## src/verilog/rri_pkg.sv

```systemverilog
// Package of register offsets, reset values and cause classes
package rri_pkg;
	// Register word offsets (byte addresses on the bus)
	localparam logic [7:0] OFS_PC_LOW      = 8'h00;
	localparam logic [7:0] OFS_STATUS      = 8'h04;
	localparam logic [7:0] OFS_PC_UPPER    = 8'h08;
	localparam logic [7:0] OFS_IRQ_CTRL    = 8'h0C;
	localparam logic [7:0] OFS_T1_CTRL     = 8'h10;
	localparam logic [7:0] OFS_T2_COUNT    = 8'h14;
	localparam logic [7:0] OFS_T2_CTRL     = 8'h18;
	localparam logic [7:0] OFS_SS_CTRL     = 8'h1C;
	localparam logic [7:0] OFS_CAP1_CTRL   = 8'h20;
	localparam logic [7:0] OFS_RX_CTRL     = 8'h24;
	localparam logic [7:0] OFS_TX_DATA     = 8'h28;
	localparam logic [7:0] OFS_RX_DATA     = 8'h2C;
	localparam logic [7:0] OFS_CAP2_CTRL   = 8'h30;
	localparam logic [7:0] OFS_CONV0       = 8'h34;
	localparam logic [7:0] OFS_PRESCALE    = 8'h38;
	localparam logic [7:0] OFS_DIR_A       = 8'h3C;
	localparam logic [7:0] OFS_DIR_B       = 8'h40;
	localparam logic [7:0] OFS_DIR_C       = 8'h44;
	localparam logic [7:0] OFS_DIR_D       = 8'h48;
	localparam logic [7:0] OFS_DIR_E       = 8'h4C;
	localparam logic [7:0] OFS_PWR         = 8'h50;
	localparam logic [7:0] OFS_T2_PERIOD   = 8'h54;
	localparam logic [7:0] OFS_SS_ADDR     = 8'h58;
	localparam logic [7:0] OFS_SS_STATE    = 8'h5C;
	localparam logic [7:0] OFS_TX_CTRL     = 8'h60;
	localparam logic [7:0] OFS_BAUD        = 8'h64;
	localparam logic [7:0] OFS_CONV1       = 8'h68;
	localparam logic [7:0] OFS_PORT_A      = 8'h6C;
	localparam logic [7:0] OFS_FLAGS1      = 8'h70;
	localparam logic [7:0] OFS_FLAGS2      = 8'h74;
	localparam logic [7:0] OFS_PC_HIGH     = 8'h78;
	localparam logic [7:0] OFS_CAUSE       = 8'h7C;
	// Reset values
	localparam logic [7:0] RST_ZERO8       = 8'h00;
	localparam logic [7:0] RST_ONES8       = 8'hFF;
	localparam logic [7:0] RST_STATUS_POR  = 8'h18;
	localparam logic [4:0] RST_PC_UPPER    = 5'h00;
	localparam logic [5:0] RST_DIR_A       = 6'h3F;
	localparam logic [7:0] RST_DIR_E       = 8'h07;
	localparam logic [7:0] RST_TX_CTRL     = 8'h02;
	localparam logic [12:0] RST_PC         = 13'h0000;
	localparam logic [12:0] IRQ_VECTOR     = 13'h0004;
	// Implemented-bit masks (unimplemented bits read zero)
	localparam logic [7:0] MASK_DIR_E      = 8'hF7;
	localparam logic [7:0] MASK_TX_CTRL    = 8'hF7;
	localparam logic [7:0] MASK_RX_CTRL    = 8'hF7;
	localparam logic [7:0] MASK_CONV0      = 8'hFD;
	localparam logic [7:0] MASK_T2_CTRL    = 8'h7F;
	// Field positions
	localparam int STAT_TO_BIT  = 4;   // Time-out flag, active low
	localparam int STAT_PD_BIT  = 3;   // Power-down flag, active low
	localparam int PWR_POR_BIT  = 1;   // Power-on status, active low
	localparam int PWR_DIP_BIT  = 0;   // Supply-dip status, active low
	localparam int GIE_BIT      = 7;   // Global interrupt enable
	localparam int FIRST_IO_PORT_X_BIT  = 4;   // Port A bit left unknown
	// Reset-cause classes
	typedef enum logic [1:0] {
		CLS_NONE,
		CLS_POWER,
		CLS_PIN_WDT,
		CLS_WAKE
	} rri_class_type;
endpackage : rri_pkg

```

## src/verilog/rri_core.sv

```systemverilog
// Reset and wake-up initialisation of the special function registers

`timescale 1ns/1ns
module rri_core
	import rri_pkg::*;
(
	input  wire logic        ref_clk_in,     // Core clock, 20 MHz
	input  wire logic        rst_in,         // Synchronous reset, high
	input  wire logic        por_evt_in,     // Power-on reset pulse
	input  wire logic        dip_evt_in,     // Supply-dip reset pulse
	input  wire logic        pin_evt_in,     // External reset pin pulse
	input  wire logic        wdt_evt_in,     // Watchdog time-out pulse
	input  wire logic        asleep_in,      // Core is in sleep
	input  wire logic        irq_wake_in,    // Interrupt wake pulse
	input  wire logic [1:0]  wake_src_in,    // 0 irq ctl,1 flags1,2 flags2
	input  wire logic [2:0]  wake_bit_in,    // Bit index of wake source
	input  wire logic [12:0] pc_in,          // Current program counter
	input  wire logic [31:0] haddr,          // Bus address
	input  wire logic [1:0]  htrans,         // Bus transfer type
	input  wire logic        hwrite,         // Bus write
	input  wire logic [2:0]  hsize,          // Bus size
	input  wire logic [31:0] hwdata,         // Bus write data
	input  wire logic        hsel,           // Slave select
	input  wire logic        hready,         // Bus ready in
	output logic      [31:0] hrdata,         // Bus read data
	output logic             hreadyout,      // Slave ready
	output logic             hresp,          // Always OKAY
	output logic      [12:0] pc_load_out,    // Program counter load value
	output logic             pc_load_out_vld_out, // Load strobe
	output logic      [5:0]  port_a_dir_out  // First port directions
);
	////////////////////////////////////////////////////////////////////
	// Cause classification
	rri_class_type cls;
	logic          is_rst;
	logic          wake_irq_ff;

	// Encode the event into one class for this cycle
	always_comb begin
		cls = CLS_NONE;
		if (por_evt_in || dip_evt_in)
			cls = CLS_POWER;
		else if (pin_evt_in || (wdt_evt_in && !asleep_in))
			cls = CLS_PIN_WDT;
		else if (asleep_in && (wdt_evt_in || irq_wake_in))
			cls = CLS_WAKE;
	end
	assign is_rst = (cls == CLS_POWER) || (cls == CLS_PIN_WDT);

	////////////////////////////////////////////////////////////////////
	// Register storage
	// Program counter, status and power bits
	logic [7:0] pc_low_ff;
	logic [4:0] pc_high_ff;
	logic [4:0] pc_up_ff;
	logic [7:0] status_ff;
	logic [1:0] pwr_ff;

	// Interrupt control and peripheral flags
	logic [7:0] irq_ctl_ff;
	logic [5:0] flags1_ff;
	logic [7:0] flags2_ff;

	// Timer, serial, capture and converter controls
	logic [5:0] t1_ctl_ff;
	logic [7:0] t2_cnt_ff;
	logic [7:0] t2_ctl_ff;
	logic [7:0] t2_per_ff;
	logic [7:0] ss_ctl_ff;
	logic [7:0] ss_adr_ff;
	logic [7:0] ss_st_ff;
	logic [5:0] cap1_ff;
	logic [7:0] cap2_ff;
	logic [7:0] rx_ctl_ff;
	logic [7:0] rx_dat_ff;
	logic [7:0] tx_ctl_ff;
	logic [7:0] tx_dat_ff;
	logic [7:0] baud_ff;
	logic [7:0] conv0_ff;
	logic [2:0] conv1_ff;
	logic [7:0] presc_ff;

	// Port directions and first port output latch
	logic [5:0] dir_a_ff;
	logic [7:0] dir_b_ff;
	logic [7:0] dir_c_ff;
	logic [7:0] dir_d_ff;
	logic [7:0] dir_e_ff;
	logic [5:0] port_a_ff;

	// Last cause class, readable for diagnosis
	logic [1:0] last_cls_ff;

	// Bus pipeline
	logic       wr_pend_ff;
	logic [7:0] wr_addr_ff;
	logic       rd_en;
	logic       wr_hit;
	logic       addr_in_map;

	// Only the lowest 256 bytes decode; higher words would alias otherwise
	assign addr_in_map = (haddr[31:8] == 24'h00_0000);
	assign rd_en = hsel && hready && htrans[1] && !hwrite;
	assign hreadyout = 1'b1;
	assign hresp     = 1'b0;

	// Address phase capture for writes
	always_ff @(posedge ref_clk_in) begin
		if (rst_in) begin
			wr_pend_ff <= 1'b0;
			wr_addr_ff <= 8'h00;
		end else begin
			wr_pend_ff <= hsel && hready && htrans[1] && hwrite &&
				addr_in_map;
			wr_addr_ff <= haddr[7:0];
		end
	end
	assign wr_hit = wr_pend_ff;

	////////////////////////////////////////////////////////////////////
	// Program counter and status
	always_ff @(posedge ref_clk_in) begin
		if (rst_in) begin
			pc_low_ff  <= RST_ZERO8;
			pc_high_ff <= 5'h00;
			pc_up_ff   <= RST_PC_UPPER;
			status_ff  <= RST_STATUS_POR;
			pwr_ff     <= 2'b01;
		end else if (cls == CLS_POWER) begin
			pc_low_ff  <= RST_ZERO8;
			pc_high_ff <= 5'h00;
			pc_up_ff   <= RST_PC_UPPER;
			status_ff  <= RST_STATUS_POR;
			// Power-on clears its bit and sets bit0; a supply
			// dip clears bit0 only, the power-on bit keeps its value
			if (por_evt_in)
				pwr_ff[PWR_POR_BIT] <= 1'b0;
			pwr_ff[PWR_DIP_BIT] <= por_evt_in;
		end else if (cls == CLS_PIN_WDT) begin
			pc_low_ff  <= RST_ZERO8;
			pc_high_ff <= 5'h00;
			pc_up_ff   <= RST_PC_UPPER;
			status_ff[7:5] <= 3'b000;
			if (wdt_evt_in && !pin_evt_in) begin
				status_ff[STAT_TO_BIT] <= 1'b0;
				status_ff[STAT_PD_BIT] <= 1'b1;
			end else if (asleep_in) begin
				status_ff[STAT_TO_BIT] <= 1'b1;
				status_ff[STAT_PD_BIT] <= 1'b0;
			end
		end else if (cls == CLS_WAKE) begin
			// Resume at next instruction or the vector
			if (irq_wake_in && irq_ctl_ff[GIE_BIT])
				{pc_high_ff, pc_low_ff} <= IRQ_VECTOR;
			else
				{pc_high_ff, pc_low_ff} <= pc_in + 13'h0001;
			status_ff[STAT_TO_BIT] <= irq_wake_in && !wdt_evt_in;
			status_ff[STAT_PD_BIT] <= 1'b0;
		end else if (wr_hit) begin
			unique case (wr_addr_ff)
				OFS_PC_LOW:   pc_low_ff <= hwdata[7:0];
				OFS_PC_UPPER: pc_up_ff  <= hwdata[4:0];
				OFS_STATUS:   status_ff <= {hwdata[7:5], status_ff[4:3],
					hwdata[2:0]};
				OFS_PWR:      pwr_ff    <= hwdata[1:0];
				default:      ;
			endcase
		end
	end

	////////////////////////////////////////////////////////////////////
	// Interrupt control and flag registers
	always_ff @(posedge ref_clk_in) begin
		if (rst_in) begin
			irq_ctl_ff <= RST_ZERO8;
			flags1_ff  <= 6'h00;
			flags2_ff  <= RST_ZERO8;
		end else if (cls == CLS_POWER) begin
			irq_ctl_ff <= RST_ZERO8;
			flags1_ff  <= 6'h00;
			flags2_ff  <= RST_ZERO8;
		end else if (cls == CLS_PIN_WDT) begin
			irq_ctl_ff <= {7'h00, irq_ctl_ff[0]};
			flags1_ff  <= 6'h00;
			flags2_ff  <= RST_ZERO8;
		end else if (cls == CLS_WAKE) begin
			// Mark the source that caused the wake; a watchdog wake
			// marks the slot named on wake_src_in as well
			unique case (wake_src_in)
				2'd1:    flags1_ff[wake_bit_in] <= 1'b1;
				2'd2:    flags2_ff[wake_bit_in] <= 1'b1;
				default: irq_ctl_ff[wake_bit_in] <= 1'b1;
			endcase
		end else if (wr_hit) begin
			unique case (wr_addr_ff)
				OFS_IRQ_CTRL: irq_ctl_ff <= hwdata[7:0];
				OFS_FLAGS1:   flags1_ff  <= hwdata[5:0];
				OFS_FLAGS2:   flags2_ff  <= hwdata[7:0];
				default:      ;
			endcase
		end
	end

	////////////////////////////////////////////////////////////////////
	// Peripheral control registers
	always_ff @(posedge ref_clk_in) begin
		if (rst_in || cls == CLS_POWER) begin
			t1_ctl_ff <= 6'h00;
		end else if (wr_hit && !is_rst && cls != CLS_WAKE &&
			wr_addr_ff == OFS_T1_CTRL) begin
			t1_ctl_ff <= hwdata[5:0];
		end
	end

	// Registers reinitialised by every reset and kept on wake
	always_ff @(posedge ref_clk_in) begin
		if (rst_in || is_rst) begin
			// Timer, serial, capture and converter controls
			t2_cnt_ff <= RST_ZERO8;
			t2_ctl_ff <= RST_ZERO8;
			ss_ctl_ff <= RST_ZERO8;
			cap1_ff   <= 6'h00;
			rx_ctl_ff <= RST_ZERO8;
			tx_dat_ff <= RST_ZERO8;
			rx_dat_ff <= RST_ZERO8;
			cap2_ff   <= RST_ZERO8;
			conv0_ff  <= RST_ZERO8;
			conv1_ff  <= 3'b000;
			// Prescaler, port directions (every pin an input), serial address, state, transmit control and baud
			presc_ff  <= RST_ONES8;
			dir_a_ff  <= RST_DIR_A;
			dir_b_ff  <= RST_ONES8;
			dir_c_ff  <= RST_ONES8;
			dir_d_ff  <= RST_ONES8;
			dir_e_ff  <= RST_DIR_E;
			ss_adr_ff <= RST_ZERO8;
			ss_st_ff  <= RST_ZERO8;
			tx_ctl_ff <= RST_TX_CTRL;
			baud_ff   <= RST_ZERO8;
		end else if (wr_hit && cls != CLS_WAKE) begin
			unique case (wr_addr_ff)
				OFS_T2_COUNT:  t2_cnt_ff <= hwdata[7:0];
				OFS_T2_CTRL:   t2_ctl_ff <= hwdata[7:0] & MASK_T2_CTRL;
				OFS_SS_CTRL:   ss_ctl_ff <= hwdata[7:0];
				OFS_CAP1_CTRL: cap1_ff   <= hwdata[5:0];
				OFS_RX_CTRL:   rx_ctl_ff <= hwdata[7:0] & MASK_RX_CTRL;
				OFS_TX_DATA:   tx_dat_ff <= hwdata[7:0];
				OFS_CAP2_CTRL: cap2_ff   <= hwdata[7:0];
				OFS_CONV0:     conv0_ff  <= hwdata[7:0] & MASK_CONV0;
				OFS_CONV1:     conv1_ff  <= hwdata[2:0];
				OFS_PRESCALE:  presc_ff  <= hwdata[7:0];
				OFS_DIR_A:     dir_a_ff  <= hwdata[5:0];
				OFS_DIR_B:     dir_b_ff  <= hwdata[7:0];
				OFS_DIR_C:     dir_c_ff  <= hwdata[7:0];
				OFS_DIR_D:     dir_d_ff  <= hwdata[7:0];
				OFS_DIR_E:     dir_e_ff  <= hwdata[7:0] & MASK_DIR_E;
				OFS_SS_ADDR:   ss_adr_ff <= hwdata[7:0];
				OFS_SS_STATE:  ss_st_ff  <= hwdata[7:0];
				OFS_TX_CTRL:   tx_ctl_ff <= hwdata[7:0] & MASK_TX_CTRL;
				OFS_BAUD:      baud_ff   <= hwdata[7:0];
				default:       ;
			endcase
		end
	end

	// First port output latch: one bit survives every reset, the
	// others return to zero; power-up of the block starts it at zero
	always_ff @(posedge ref_clk_in) begin
		if (rst_in) begin
			port_a_ff <= 6'h00;
		end else if (is_rst) begin
			port_a_ff <= port_a_ff & (6'h01 << FIRST_IO_PORT_X_BIT);
		end else if (wr_hit && cls != CLS_WAKE &&
			wr_addr_ff == OFS_PORT_A) begin
			port_a_ff <= hwdata[5:0];
		end
	end

	// Timer2 period is all ones after resets and wake-ups alike
	always_ff @(posedge ref_clk_in) begin
		if (rst_in || cls != CLS_NONE) begin
			t2_per_ff <= RST_ONES8;
		end else if (wr_hit && wr_addr_ff == OFS_T2_PERIOD) begin
			t2_per_ff <= hwdata[7:0];
		end
	end

	// Record the last cause class and the pc load strobe of any reset or wake-up
	always_ff @(posedge ref_clk_in) begin
		if (rst_in) begin
			last_cls_ff <= 2'b00;
			wake_irq_ff <= 1'b0;
		end else begin
			if (cls != CLS_NONE)
				last_cls_ff <= cls;
			wake_irq_ff <= (cls != CLS_NONE);
		end
	end

	assign pc_load_out         = {pc_high_ff, pc_low_ff};
	assign pc_load_out_vld_out = wake_irq_ff;
	assign port_a_dir_out      = dir_a_ff;

	////////////////////////////////////////////////////////////////////
	// Read data, registered in the address phase
	always_ff @(posedge ref_clk_in) begin
		if (rst_in) begin
			hrdata <= 32'h0000_0000;
		end else if (rd_en && !addr_in_map) begin
			hrdata <= 32'h0000_0000;
		end else if (rd_en) begin
			unique case (haddr[7:0])
				OFS_PC_LOW:    hrdata <= {24'h0, pc_low_ff};
				OFS_STATUS:    hrdata <= {24'h0, status_ff};
				OFS_PC_UPPER:  hrdata <= {27'h0, pc_up_ff};
				OFS_IRQ_CTRL:  hrdata <= {24'h0, irq_ctl_ff};
				OFS_T1_CTRL:   hrdata <= {26'h0, t1_ctl_ff};
				OFS_T2_COUNT:  hrdata <= {24'h0, t2_cnt_ff};
				OFS_T2_CTRL:   hrdata <= {24'h0, t2_ctl_ff};
				OFS_SS_CTRL:   hrdata <= {24'h0, ss_ctl_ff};
				OFS_CAP1_CTRL: hrdata <= {26'h0, cap1_ff};
				OFS_RX_CTRL:   hrdata <= {24'h0, rx_ctl_ff};
				OFS_RX_DATA:   hrdata <= {24'h0, rx_dat_ff};
				OFS_CAP2_CTRL: hrdata <= {24'h0, cap2_ff};
				OFS_CONV0:     hrdata <= {24'h0, conv0_ff};
				OFS_PRESCALE:  hrdata <= {24'h0, presc_ff};
				OFS_DIR_A:     hrdata <= {26'h0, dir_a_ff};
				OFS_DIR_B:     hrdata <= {24'h0, dir_b_ff};
				OFS_DIR_C:     hrdata <= {24'h0, dir_c_ff};
				OFS_DIR_D:     hrdata <= {24'h0, dir_d_ff};
				OFS_DIR_E:     hrdata <= {24'h0, dir_e_ff};
				OFS_PWR:       hrdata <= {30'h0, pwr_ff};
				OFS_T2_PERIOD: hrdata <= {24'h0, t2_per_ff};
				OFS_SS_ADDR:   hrdata <= {24'h0, ss_adr_ff};
				OFS_SS_STATE:  hrdata <= {24'h0, ss_st_ff};
				OFS_TX_CTRL:   hrdata <= {24'h0, tx_ctl_ff};
				OFS_BAUD:      hrdata <= {24'h0, baud_ff};
				OFS_CONV1:     hrdata <= {29'h0, conv1_ff};
				OFS_PORT_A:    hrdata <= {26'h0, port_a_ff};
				OFS_FLAGS1:    hrdata <= {26'h0, flags1_ff};
				OFS_FLAGS2:    hrdata <= {24'h0, flags2_ff};
				OFS_PC_HIGH:   hrdata <= {27'h0, pc_high_ff};
				OFS_CAUSE:     hrdata <= {30'h0, last_cls_ff};
				default:       hrdata <= 32'h0000_0000;
			endcase
		end
	end
endmodule : rri_core

```

## config.mk

```make
export PLATFORM = sky130hd
export DESIGN_NAME = rri_core
export DESIGN_NICKNAME = d
export VERILOG_FILES = /design/src/verilog/rri_pkg.sv /design/src/verilog/rri_core.sv
export SDC_FILE = /design/constraint.sdc
export NUM_CORES = 1
export LEC_CHECK = 0
export BUFFER_PORTS_ARGS = -buffer_cell sky130_fd_sc_hd__buf_2
export CELL_PAD_IN_SITES_DETAIL_PLACEMENT = 0
export CELL_PAD_IN_SITES_GLOBAL_PLACEMENT = 2
export CORE_ASPECT_RATIO = 1.4
export CORE_MARGIN = 2
export CORE_UTILIZATION = 35
export CTS_CLUSTER_SIZE = 12
export DETAILED_ROUTE_END_ITERATION = 16
export HOLD_SLACK_MARGIN = 0.1
export PLACE_DENSITY = 0.78
export RECOVER_POWER = 100
export SETUP_SLACK_MARGIN = 0.1
export SYNTH_ARGS = -nofsm -noshare
export SYNTH_HDL_FRONTEND = slang
export SYNTH_SLANG_ARGS = --single-unit
```

## constraint.sdc

```tcl
create_clock -name ref_clk_in -period 2.4 [get_ports ref_clk_in]
set_input_delay 0.36 -clock ref_clk_in [delete_from_list [all_inputs] [get_ports ref_clk_in]]
set_output_delay 0.36 -clock ref_clk_in [all_outputs]
set_load 0.02 [all_outputs]
```

### Word-level counts from Yosys, hierarchy flattened

Cells that the tools add are included.

| storage, ports and cells | value |
|---|---|
| input port bits | 98 |
| register bits | 244 |

| cells by class | value |
|---|---|
| bitwise operators | 6 |
| muxes and demuxes | 35 |
| add/subtract/negate cells | 1 |
| equality and inequality tests | 69 |
| order comparisons | 2 |
| reductions and logical operators | 78 |

Operators by type and width:

| operator | count |
|---|---|
| $eq A8 B7 Y1 const B | 30 |
| $pmux W8 S30 | 1 |
| $mux W8 | 14 |
| $eq A8 B6 Y1 const B | 12 |
| $eq A8 B5 Y1 const B | 8 |
| $reduce_and A2 Y1 | 21 |
| $eq A8 B4 Y1 const B | 4 |
| $logic_not A24 Y1 | 1 |
| $mux W2 | 12 |
| $mux W6 | 4 |
| $logic_and A1 B1 Y1 | 18 |
| $reduce_bool A2 Y1 | 9 |
| $eq A8 B3 Y1 const B | 2 |
| $logic_not A8 Y1 | 2 |
| $or A8 B8 Y8 | 2 |
| $reduce_and A3 Y1 | 5 |
| $add A13 B1 Y13 const B | 1 |
| $reduce_and A4 Y1 | 3 |
| $ne A2 B2 Y1 const B | 5 |
| $reduce_or A2 Y1 | 4 |
| $logic_or A1 B1 Y1 | 7 |
| $eq A2 B2 Y1 const B | 3 |
| $logic_not A1 Y1 | 6 |
| $or A6 B6 Y6 | 1 |
| 11 further kinds | 16 |

### Depth between registers and ports, before layout

Gate-level depths: netlist of the first run.

| logic depth | value |
|---|---|
| word-level depth | 11 |
| mapped depth | 8 |
| depth with buffers taken out | 6 |

### Least setup slack after synthesis of the first run

OpenSTA, ideal clock, no wires.

| timing path | value |
|---|---|
| path kind | input-to-reg |
| start point | input haddr[1] |
| end point | register hrdata[1] |
| arrival time | 1.965 ns |
| setup slack | 0.355 ns |
| required time | 2.321 ns |
| stages on the path | 5 |
| path through | buf_2 > or2_1 > or4_4 > or4_1 > o211ai_1 |

| on the way | value |
|---|---|
| longest elaborated chain between the ends | 2 |
| elaborated cells between the ends (all ways) | 31 |
| classes of those cells | eq/ne (29); mux (1); reduce/logical (1) |

RTL lines:

| item | line | source |
|---|---|---|
| from (decl) | rri_core.sv:18 | `input wire logic [31:0] haddr,` |
| $eq A8 B7 Y1, or another cell as far along | rri_core.sv:312 | `unique case (haddr[7:0])` |
| $pmux W8 S30 * | rri_core.sv:312 |  |
| to (signal assigned) | rri_core.sv:313 | `OFS_PC_LOW: hrdata <= {24'h0, pc_low_ff};` |
| to (signal assigned) | rri_core.sv:314 | `OFS_STATUS: hrdata <= {24'h0, status_ff};` |
| to (signal assigned) | rri_core.sv:315 | `OFS_PC_UPPER: hrdata <= {27'h0, pc_up_ff};` |
| to (decl) | rri_core.sv:25 | `output logic [31:0] hrdata,` |

Every way passes the cells marked *; elsewhere a longest branch is shown, timed or not.
A chain may end at the register's enable or synchronous reset.

### Final worst setup path of the first run

| timing path | value |
|---|---|
| start point | register wr_addr_ff[1] |
| end point | register t2_per_ff[2] |

| on the way | value |
|---|---|
| longest elaborated chain between the ends | 2 |

RTL lines:

| item | line | source |
|---|---|---|
| from (decl) | rri_core.sv:96 | `logic [7:0] wr_addr_ff;` |
| from (signal assigned) | rri_core.sv:115 | `wr_addr_ff <= haddr[7:0];` |
| $eq A8 B7 Y1 | rri_core.sv:283 | `end else if (wr_hit && wr_addr_ff == OFS_T2_PERIOD) begin` |
| $logic_and A1 B1 Y1 | rri_core.sv:283 |  |
| to (signal assigned) | rri_core.sv:284 | `t2_per_ff <= hwdata[7:0];` |
| to (decl) | rri_core.sv:68 | `logic [7:0] t2_per_ff;` |

Every way passes these cells.

==> results of run 1 <==
[worst max path at each step]
| stage | start | to | slack [ns] | cells after the start |
|---|---|---|---|---|
| 3_3_place_gp | wdt_evt_in | ss_adr_ff[7]$_SDFFE_PP0P_ | -0.02 | 7 |
| 3_5_place_dp | wdt_evt_in | ss_adr_ff[3]$_SDFFE_PP0P_ | 0.003 | 7 |
| 5_1_grt | wr_addr_ff[0]$_SDFF_PP0_ | flags1_ff[5]$_SDFFE_PP0P_ | 0.07 | 6 |
| 4_1_cts | wr_addr_ff[1]$_SDFF_PP0_ | ss_adr_ff[7]$_SDFFE_PP0P_ | 0.10 | 5 |
| 2_1_floorplan | haddr[1] | hrdata[1]$_SDFFE_PP0P_ | 0.36 | 5 |
| 6_report | wr_addr_ff[1]$_SDFF_PP0_ | t2_per_ff[2]$_SDFFE_PP1P_ | 0.18 | 5 |
[power breakdown]
group / internal, mW / leakage [nW] / total, mW / switching (mW)
logic: 0.237 / 2.87 / 0.737 / 0.499
clock network: 2.11 / 0.381 / 3.67 / 1.56
registers: 3.66 / 1.78 / 3.68 / 0.0177
[critical path, delay by kind of cell, from the launching register on]
kind	cells	cell delay [ns]
AND/OR/NAND/NOR	3	1.17
flip-flops	1	0.37
buffers and inverters	1	0.28
multiplexers	1	0.24
[cells by family (layout without fill, tap and decap cells)]
kind of cell / Yosys count / after routing / share of synthesized area [%]
adder cells (fa/ha/maj): 3 / 3 / 0.342
AO/OA/AOI/OAI: 245 / 245 / 15.7
AND/OR/NAND/NOR: 488 / 488 / 22.3
XOR/XNOR: 11 / 11 / 0.877
multiplexers: 159 / 159 / 15.0
other: 2 / 26 / 0.0684
buffers and inverters: 133 / 267 / 5.59
flip-flops: 220 / 220 / 40.1
[layout make-up]
class / instances / area share, %
multi-input cells: 932 / 46.3
flip-flops and latches: 220 / 33.5
clock inverters: 4 / 0.152
clock buffers: 38 / 5.67
well taps: 390 / 3.71
inverters: 11 / 0.314
repair buffers: 214 / 10.4
[cell usage in the layout (no fill, tap or decap), types with 8 or more instances in the layout]
cell,count
a211oi_1,20
mux2i_1,133
inv_1,11
o21ai_0,45
buf_12,8
a22oi_1,35
nor2_1,144
conb_1,26
buf_4,86
nand3b_1,8
a22o_1,9
clkbuf_1,46
buf_2,67
nor3_1,15
dfxtp_1,220
nor4_1,15
nand3_1,93
nand4_1,11
a21oi_1,55
nand2_1,108
nor2b_1,21
mux2_2,24
clkbuf_2,12
clkbuf_16,25
[layer usage]
layer,vias up,track usage (%),part of all wire (%)
met2,399,47.8,49
li1,4811,-,-
met4,0,12.7,5.0
met5,-,0,0
met3,101,2.89,5.5
met1,5092,33.2,41
[timing repair]
action / in CTS / in global routing
resized for setup: 0 / 3
endpoints found under the hold margin: 0 / 1
setup buffers: 0 / 0
endpoints found under the setup margin: 0 / 10
hold buffers: 0 / 1
[per-stage QoR]
step	cell area, sq um	TNS (ns)	cells
2_1_floorplan	11100	0	1285
3_3_place_gp	12500	-0.156	1766
3_5_place_dp	12500	0	1766
4_1_cts	13300	0	1808
5_1_grt	13100	0	1809
6_report	13100	0	1809
==> results.tsv, run 1 <==
metric	value	unit
Post-DP HPWL	33.9	mm
Hold EP	pc_low_ff[0]$_SDFFE_PP0P_	
Sequential cell area	4400	sq um
syn avg cell area	8.71	sq um
Max VDD drop	0.441	mV
Min-Delay Path Class	primary input to flip-flop	
minimum clock period	2.22	ns
Hold Crit Depth	3	
Synth Warn #	0	
first-pass GRT wire length	66.3	mm
Seq/Total Area, Yosys	40.1	%
io pins	152	
Fin. Hold Viols	0	
Rows	76	
port bufs	97	
clock-pin slew on the worst setup and hold paths	0.06	ns
Starting DRT DRC Count	955	
largest net degree at the start of global routing	43	
vias in the first global route	10000	
footprint of the multi-input gates	6080	sq um
Hold Path Origin	pc_in[0]	
Yosys top cell area share	40.1	%
reg2reg start	wr_addr_ff[1]$_SDFF_PP0_	
Post-synth EDFFs	0	
Longest Clk Path Bufs	3	
Initial Util	35.6	%
CP Max Fanout	12	
Root Buffer	clkbuf_16	
Worst EP required	2.80	ns
classification of the worst setup path	flip-flop to flip-flop	
layout cell share with drive strength beyond 1	18.8	%
routed len/inst	25.1	microns
Post-Route WL	45.5	mm
CTS buffer count	24	
Die Area	32800	sq um
dominant synthesized flop cell	dfxtp_1	
Commonest cells post-synth	dfxtp_1, nor2_1, mux2i_1	
top post-synthesis cells by area	dfxtp_1, mux2i_1, nor2_1	
Antenna Cells	0	
Arr. time, crit path	2.61	ns
synth unique cells	78	
max incr delay on CP	0.62	ns
post-synthesis cell area	11000	sq um
drt drc	0	
cell taking the most area after synthesis	dfxtp_1	
clock sink total	220	
R2R cell count	5	
critical path's slowest cell	or4b_1	
Die Span X	154	microns
RSZ-0062 raised after global routing	false	
Post-layout nets	1504	
synthesized instance count	1261	
Pwr Density	615	nW/um^2
# fillers	3165	
Power Total	8.09	mW
CP Launch Type	flip-flop	
gp weighted congestion	0.975	
worst-path cell chain	or4b_1 > clkbuf_2 > nor2_2 > mux2i_1 > nand2_1	
CTS tree	done	
crit end category	flip-flop	
post-route setup slack	0.184	ns
status	finished clean	
pre-CTS WS	0.00288	ns
Layout Utilization	42.7	%
max-cap violation count	0	
drt first pass iters	6	
clock skew	0.0108	ns
most common cell in the synthesized netlist	dfxtp_1	
Reg-to-Reg End	t2_per_ff[2]$_SDFFE_PP1P_	
Worst-Skew Late Latency	0.54	ns
vias	10400	
Slew Limit Headroom	25.3	%
die height	214	microns
antenna violations before repair	0	
H-tree depth	1	
Tcrit/Tclk final	92.3	%
vias per cell	5.75	
final setup violation count	0	
GR Overflow Total	0	
maximum clock frequency	451	MHz
Leak	5.03	nW
actual slew at the worst max-slew pin	1.11	ns
Hold Slack	0.113	ns
core box area	30800	sq um
ys async rst share	0	%
Synth Register Bits	220	
worst reg2reg setup slack	0.18	ns
GRT Total Usage	27.1	%
DRT antenna net count	0	
Area Growth Syn to Fin	19.7	%
max-slew violations	0	
Note: power is estimated with default switching activity, not from simulation.
==> run 2, diff against run 1 <==
- ABC_AREA: not set -> 1
- CORE_UTILIZATION: 35 -> 32
- PLACE_DENSITY: 0.78 -> 0.77
- SETUP_SLACK_MARGIN: 0.1 -> 0.5
==> run 2 against run 1 <==
  * Synthesized area shrank 1.3%
  * Core utilization is 3.6 points lower
  * Routed wire length down 4.8%
  * Clock power is 7.1% higher
  * Critical endpoint is now port_a_ff[3]$_SDFFE_PP0P_
  * Worst setup slack gained 0.15 ns
  * Non-clock buffer count fell by 24
  * Sequential share of layout area grew 0.36 points
  * Hold slack worse by 0.00089 ns
  * Sequential power hardly changed
  * Via count increased by 3.3%
  * Clock-buffer cell count is 2 lower
==> results.tsv, run 2 <==
metric	value	unit	change
most frequent cells in the layout	nand2_1, dfxtp_1, nand3_1		
Min-Delay Path Class	primary input to flip-flop		
actual slew at the worst max-slew pin	1.19	ns	+0.0734 ns
Post-synth EDFFs	0		unchanged
CTS tree	done		
Pwr Density	629	nW/um^2	+2.3%
Commonest cells post-synth	nand2_1, dfxtp_1, nand3_1		
Layout Utilization	39.0	%	-3.6 points
io pins	152		unchanged
clock-pin slew on the worst setup and hold paths	0.06	ns	about the same
Seq/Total Area, Yosys	40.6	%	+0.51 points
drt drc	0		unchanged
top post-synthesis cells by area	dfxtp_1, nand2_1, nand3_1		
Hold Slack	0.112	ns	-0.000891 ns
Die Area	35400	sq um	+7.8%
Max VDD drop	0.343	mV	-22%
dominant synthesized flop cell	dfxtp_1		
Post-DP HPWL	31.2	mm	-7.9%
met2 usage	42.5	%	-5.3 points
Post-layout nets	1775		+18%
worst reg2reg setup slack	0.33	ns	+0.15 ns
Post-Route WL	43.3	mm	-4.8%
max-slew violations	0		unchanged
synthesized instance count	1547		+23%
Worst-Skew Late Latency	0.54	ns	about the same
Initial Util	32.6	%	-3.1 points
CP Launch Type	flip-flop		
post-synthesis cell area	10800	sq um	-1.3%
ys async rst share	0	%	unchanged
Synth Warn #	0		unchanged
first-pass GRT wire length	63.9	mm	-3.6%
antenna violations before repair	0		unchanged
Power Total	8.18	mW	+1.2%
GR Overflow Total	0		unchanged
Top Usage Layer GRT	met2		
GRT Total Usage	23.8	%	-3.3 points
vias per cell	5.03		-13%
# fillers	3634		+15%
DRT antenna net count	0		unchanged
die height	222	microns	+3.8%
status	finished clean		
clock sink total	220		unchanged
Arr. time, crit path	2.50	ns	-0.11 ns
met1 Use GR	29.4	%	-3.9 points
Root Buffer	clkbuf_16		
Die Span X	160	microns	+3.8%
routed len/inst	20.3	microns	-19%
layout cell share with drive strength beyond 1	13.7	%	-5.2 points
port bufs	97		unchanged
Post-Route Setup TNS	0	ns	unchanged
Synth Register Bits	220		unchanged
synth unique cells	40		-49%
Slew Limit Headroom	20.7	%	-4.6 points
vias in the first global route	10100		+0.96%
Fin. Hold Viols	0		unchanged
commonest non-fill, non-tap cell in the layout	nand2_1		
Longest Clk Path Bufs	3		unchanged
Rows	79		+3.9%
Yosys top cell area share	40.6	%	+0.51 points
crit end category	flip-flop		
drt first pass iters	5		-1
RSZ-0062 raised after global routing	true		
classification of the worst setup path	flip-flop to flip-flop		
syn avg cell area	7.01	sq um	-20%
Leak	5.48	nW	+8.9%
Starting DRT DRC Count	698		-27%
minimum clock period	2.07	ns	-0.149 ns
most common cell in the synthesized netlist	nand2_1		
Area Growth Syn to Fin	19.9	%	
cell taking the most area after synthesis	dfxtp_1		
Antenna Cells	0		unchanged
final setup violation count	0		unchanged
CP Max Fanout	8		-4
max-cap violation count	0		unchanged
CTS buffer count	25		+4.2%
largest net degree at the start of global routing	41		-4.7%
H-tree depth	1		unchanged
GR Util met3	2.34	%	-0.55 points
clock skew	0.0102	ns	-0.000506 ns
Worst EP required	2.83	ns	+0.03 ns
core box area	33300	sq um	+8.1%
gp weighted congestion	0.879		-9.8%
vias	10700		+3.3%
maximum clock frequency	484	MHz	+7.2%
Tcrit/Tclk final	86.1	%	-6.2 points
run 2: cell types whose count changed after synthesis, moves of 28 or more:
cell / before / now
o21ai_0: 45 / 112
o211ai_1: 7 / 51
mux2i_1: 133 / 0
a22oi_1: 35 / 1
buf_2: 14 / 44
o21ai_1: 0 / 28
nand3_1: 94 / 200
inv_1: 11 / 128
nand2_1: 108 / 290
clkbuf_1: 70 / 22
a21oi_1: 56 / 144
run 2: worst paths after layout:
kind	startpoint	end	depth (start not counted)
worst max-delay path	wr_addr_ff[1]$_SDFF_PP0_	port_a_ff[3]$_SDFFE_PP0P_	8
worst min-delay path	por_evt_in	pwr_ff[1]$_SDFFE_PP0P_	3
worst max register to register	wr_addr_ff[1]$_SDFF_PP0_	port_a_ff[3]$_SDFFE_PP0P_	8
worst min register to register	cap1_ff[1]$_SDFFE_PP0P_	cap1_ff[1]$_SDFFE_PP0P_	2
run 2: area by class of cell:
class                   count  area (sq um)  share of cell area [%]
clock inverters             9           101                   0.780
repair inverters            1          7.51                  0.0577
well taps                 445           557                    4.28
clock buffers              36           717                    5.51
flip-flops and latches    220          4400                    33.9
inverters                 142           538                    4.14
repair buffers            190          1350                    10.4
multi-input cells        1094          5320                    40.9
run 2: metrics by stage:
step           worst slack (ns)  instance area (sq um)  cells
2_1_floorplan             0.800                  10900   1571
3_3_place_gp              0.240                  12100   2073
3_5_place_dp              0.211                  12100   2073
4_1_cts                   0.512                  13000   2126
5_1_grt                   0.200                  13000   2137
6_report                  0.333                  13000   2137
run 2: cells by family (layout without fill, tap and decap cells):
kind of cell	after synthesis	count (layout)	synth area share (%)
compound gates	357	357	18.1
xor+xnor	2	2	0.162
fa+ha+maj	3	3	0.346
buf+inv	257	378	11.3
flops	220	220	40.6
other cells	2	26	0.0693
simple gates	706	706	29.4
run 2: power by group:
part / switching [mW] / total, mW / internal (mW) / leakage (nW)
clock network: 1.64 / 3.93 / 2.29 / 0.404
registers: 0.00884 / 3.67 / 3.66 / 1.78
logic: 0.419 / 0.582 / 0.162 / 3.30
total: 2.07 / 8.18 / 6.11 / 5.48
run 2: worst max-delay path: stages (launching register included):
cell	delay, ns
dfxtp_1	0.30
nor2_1	0.20
inv_1	0.07
nor3_1	0.12
clkbuf_1	0.42
nand2_1	0.40
clkbuf_1	0.23
o21ai_0	0.15
a21oi_1	0.05
run 2: layer usage:
layer	share of wire, %	vias to the layer above
li1	-	5401
met4	3.8	0
met3	3.9	70
met5	0	-
met2	50	283
met1	42	4991
run 2: repair_timing:
action | CTS | global route
hold endpoints to repair | 7 | 0
resized for setup | 5 | 8
hold buffers | 8 | 0
pin swaps | 0 | 6
setup endpoints to repair | 23 | 64
cloned | 0 | 1
setup buffers | 0 | 10
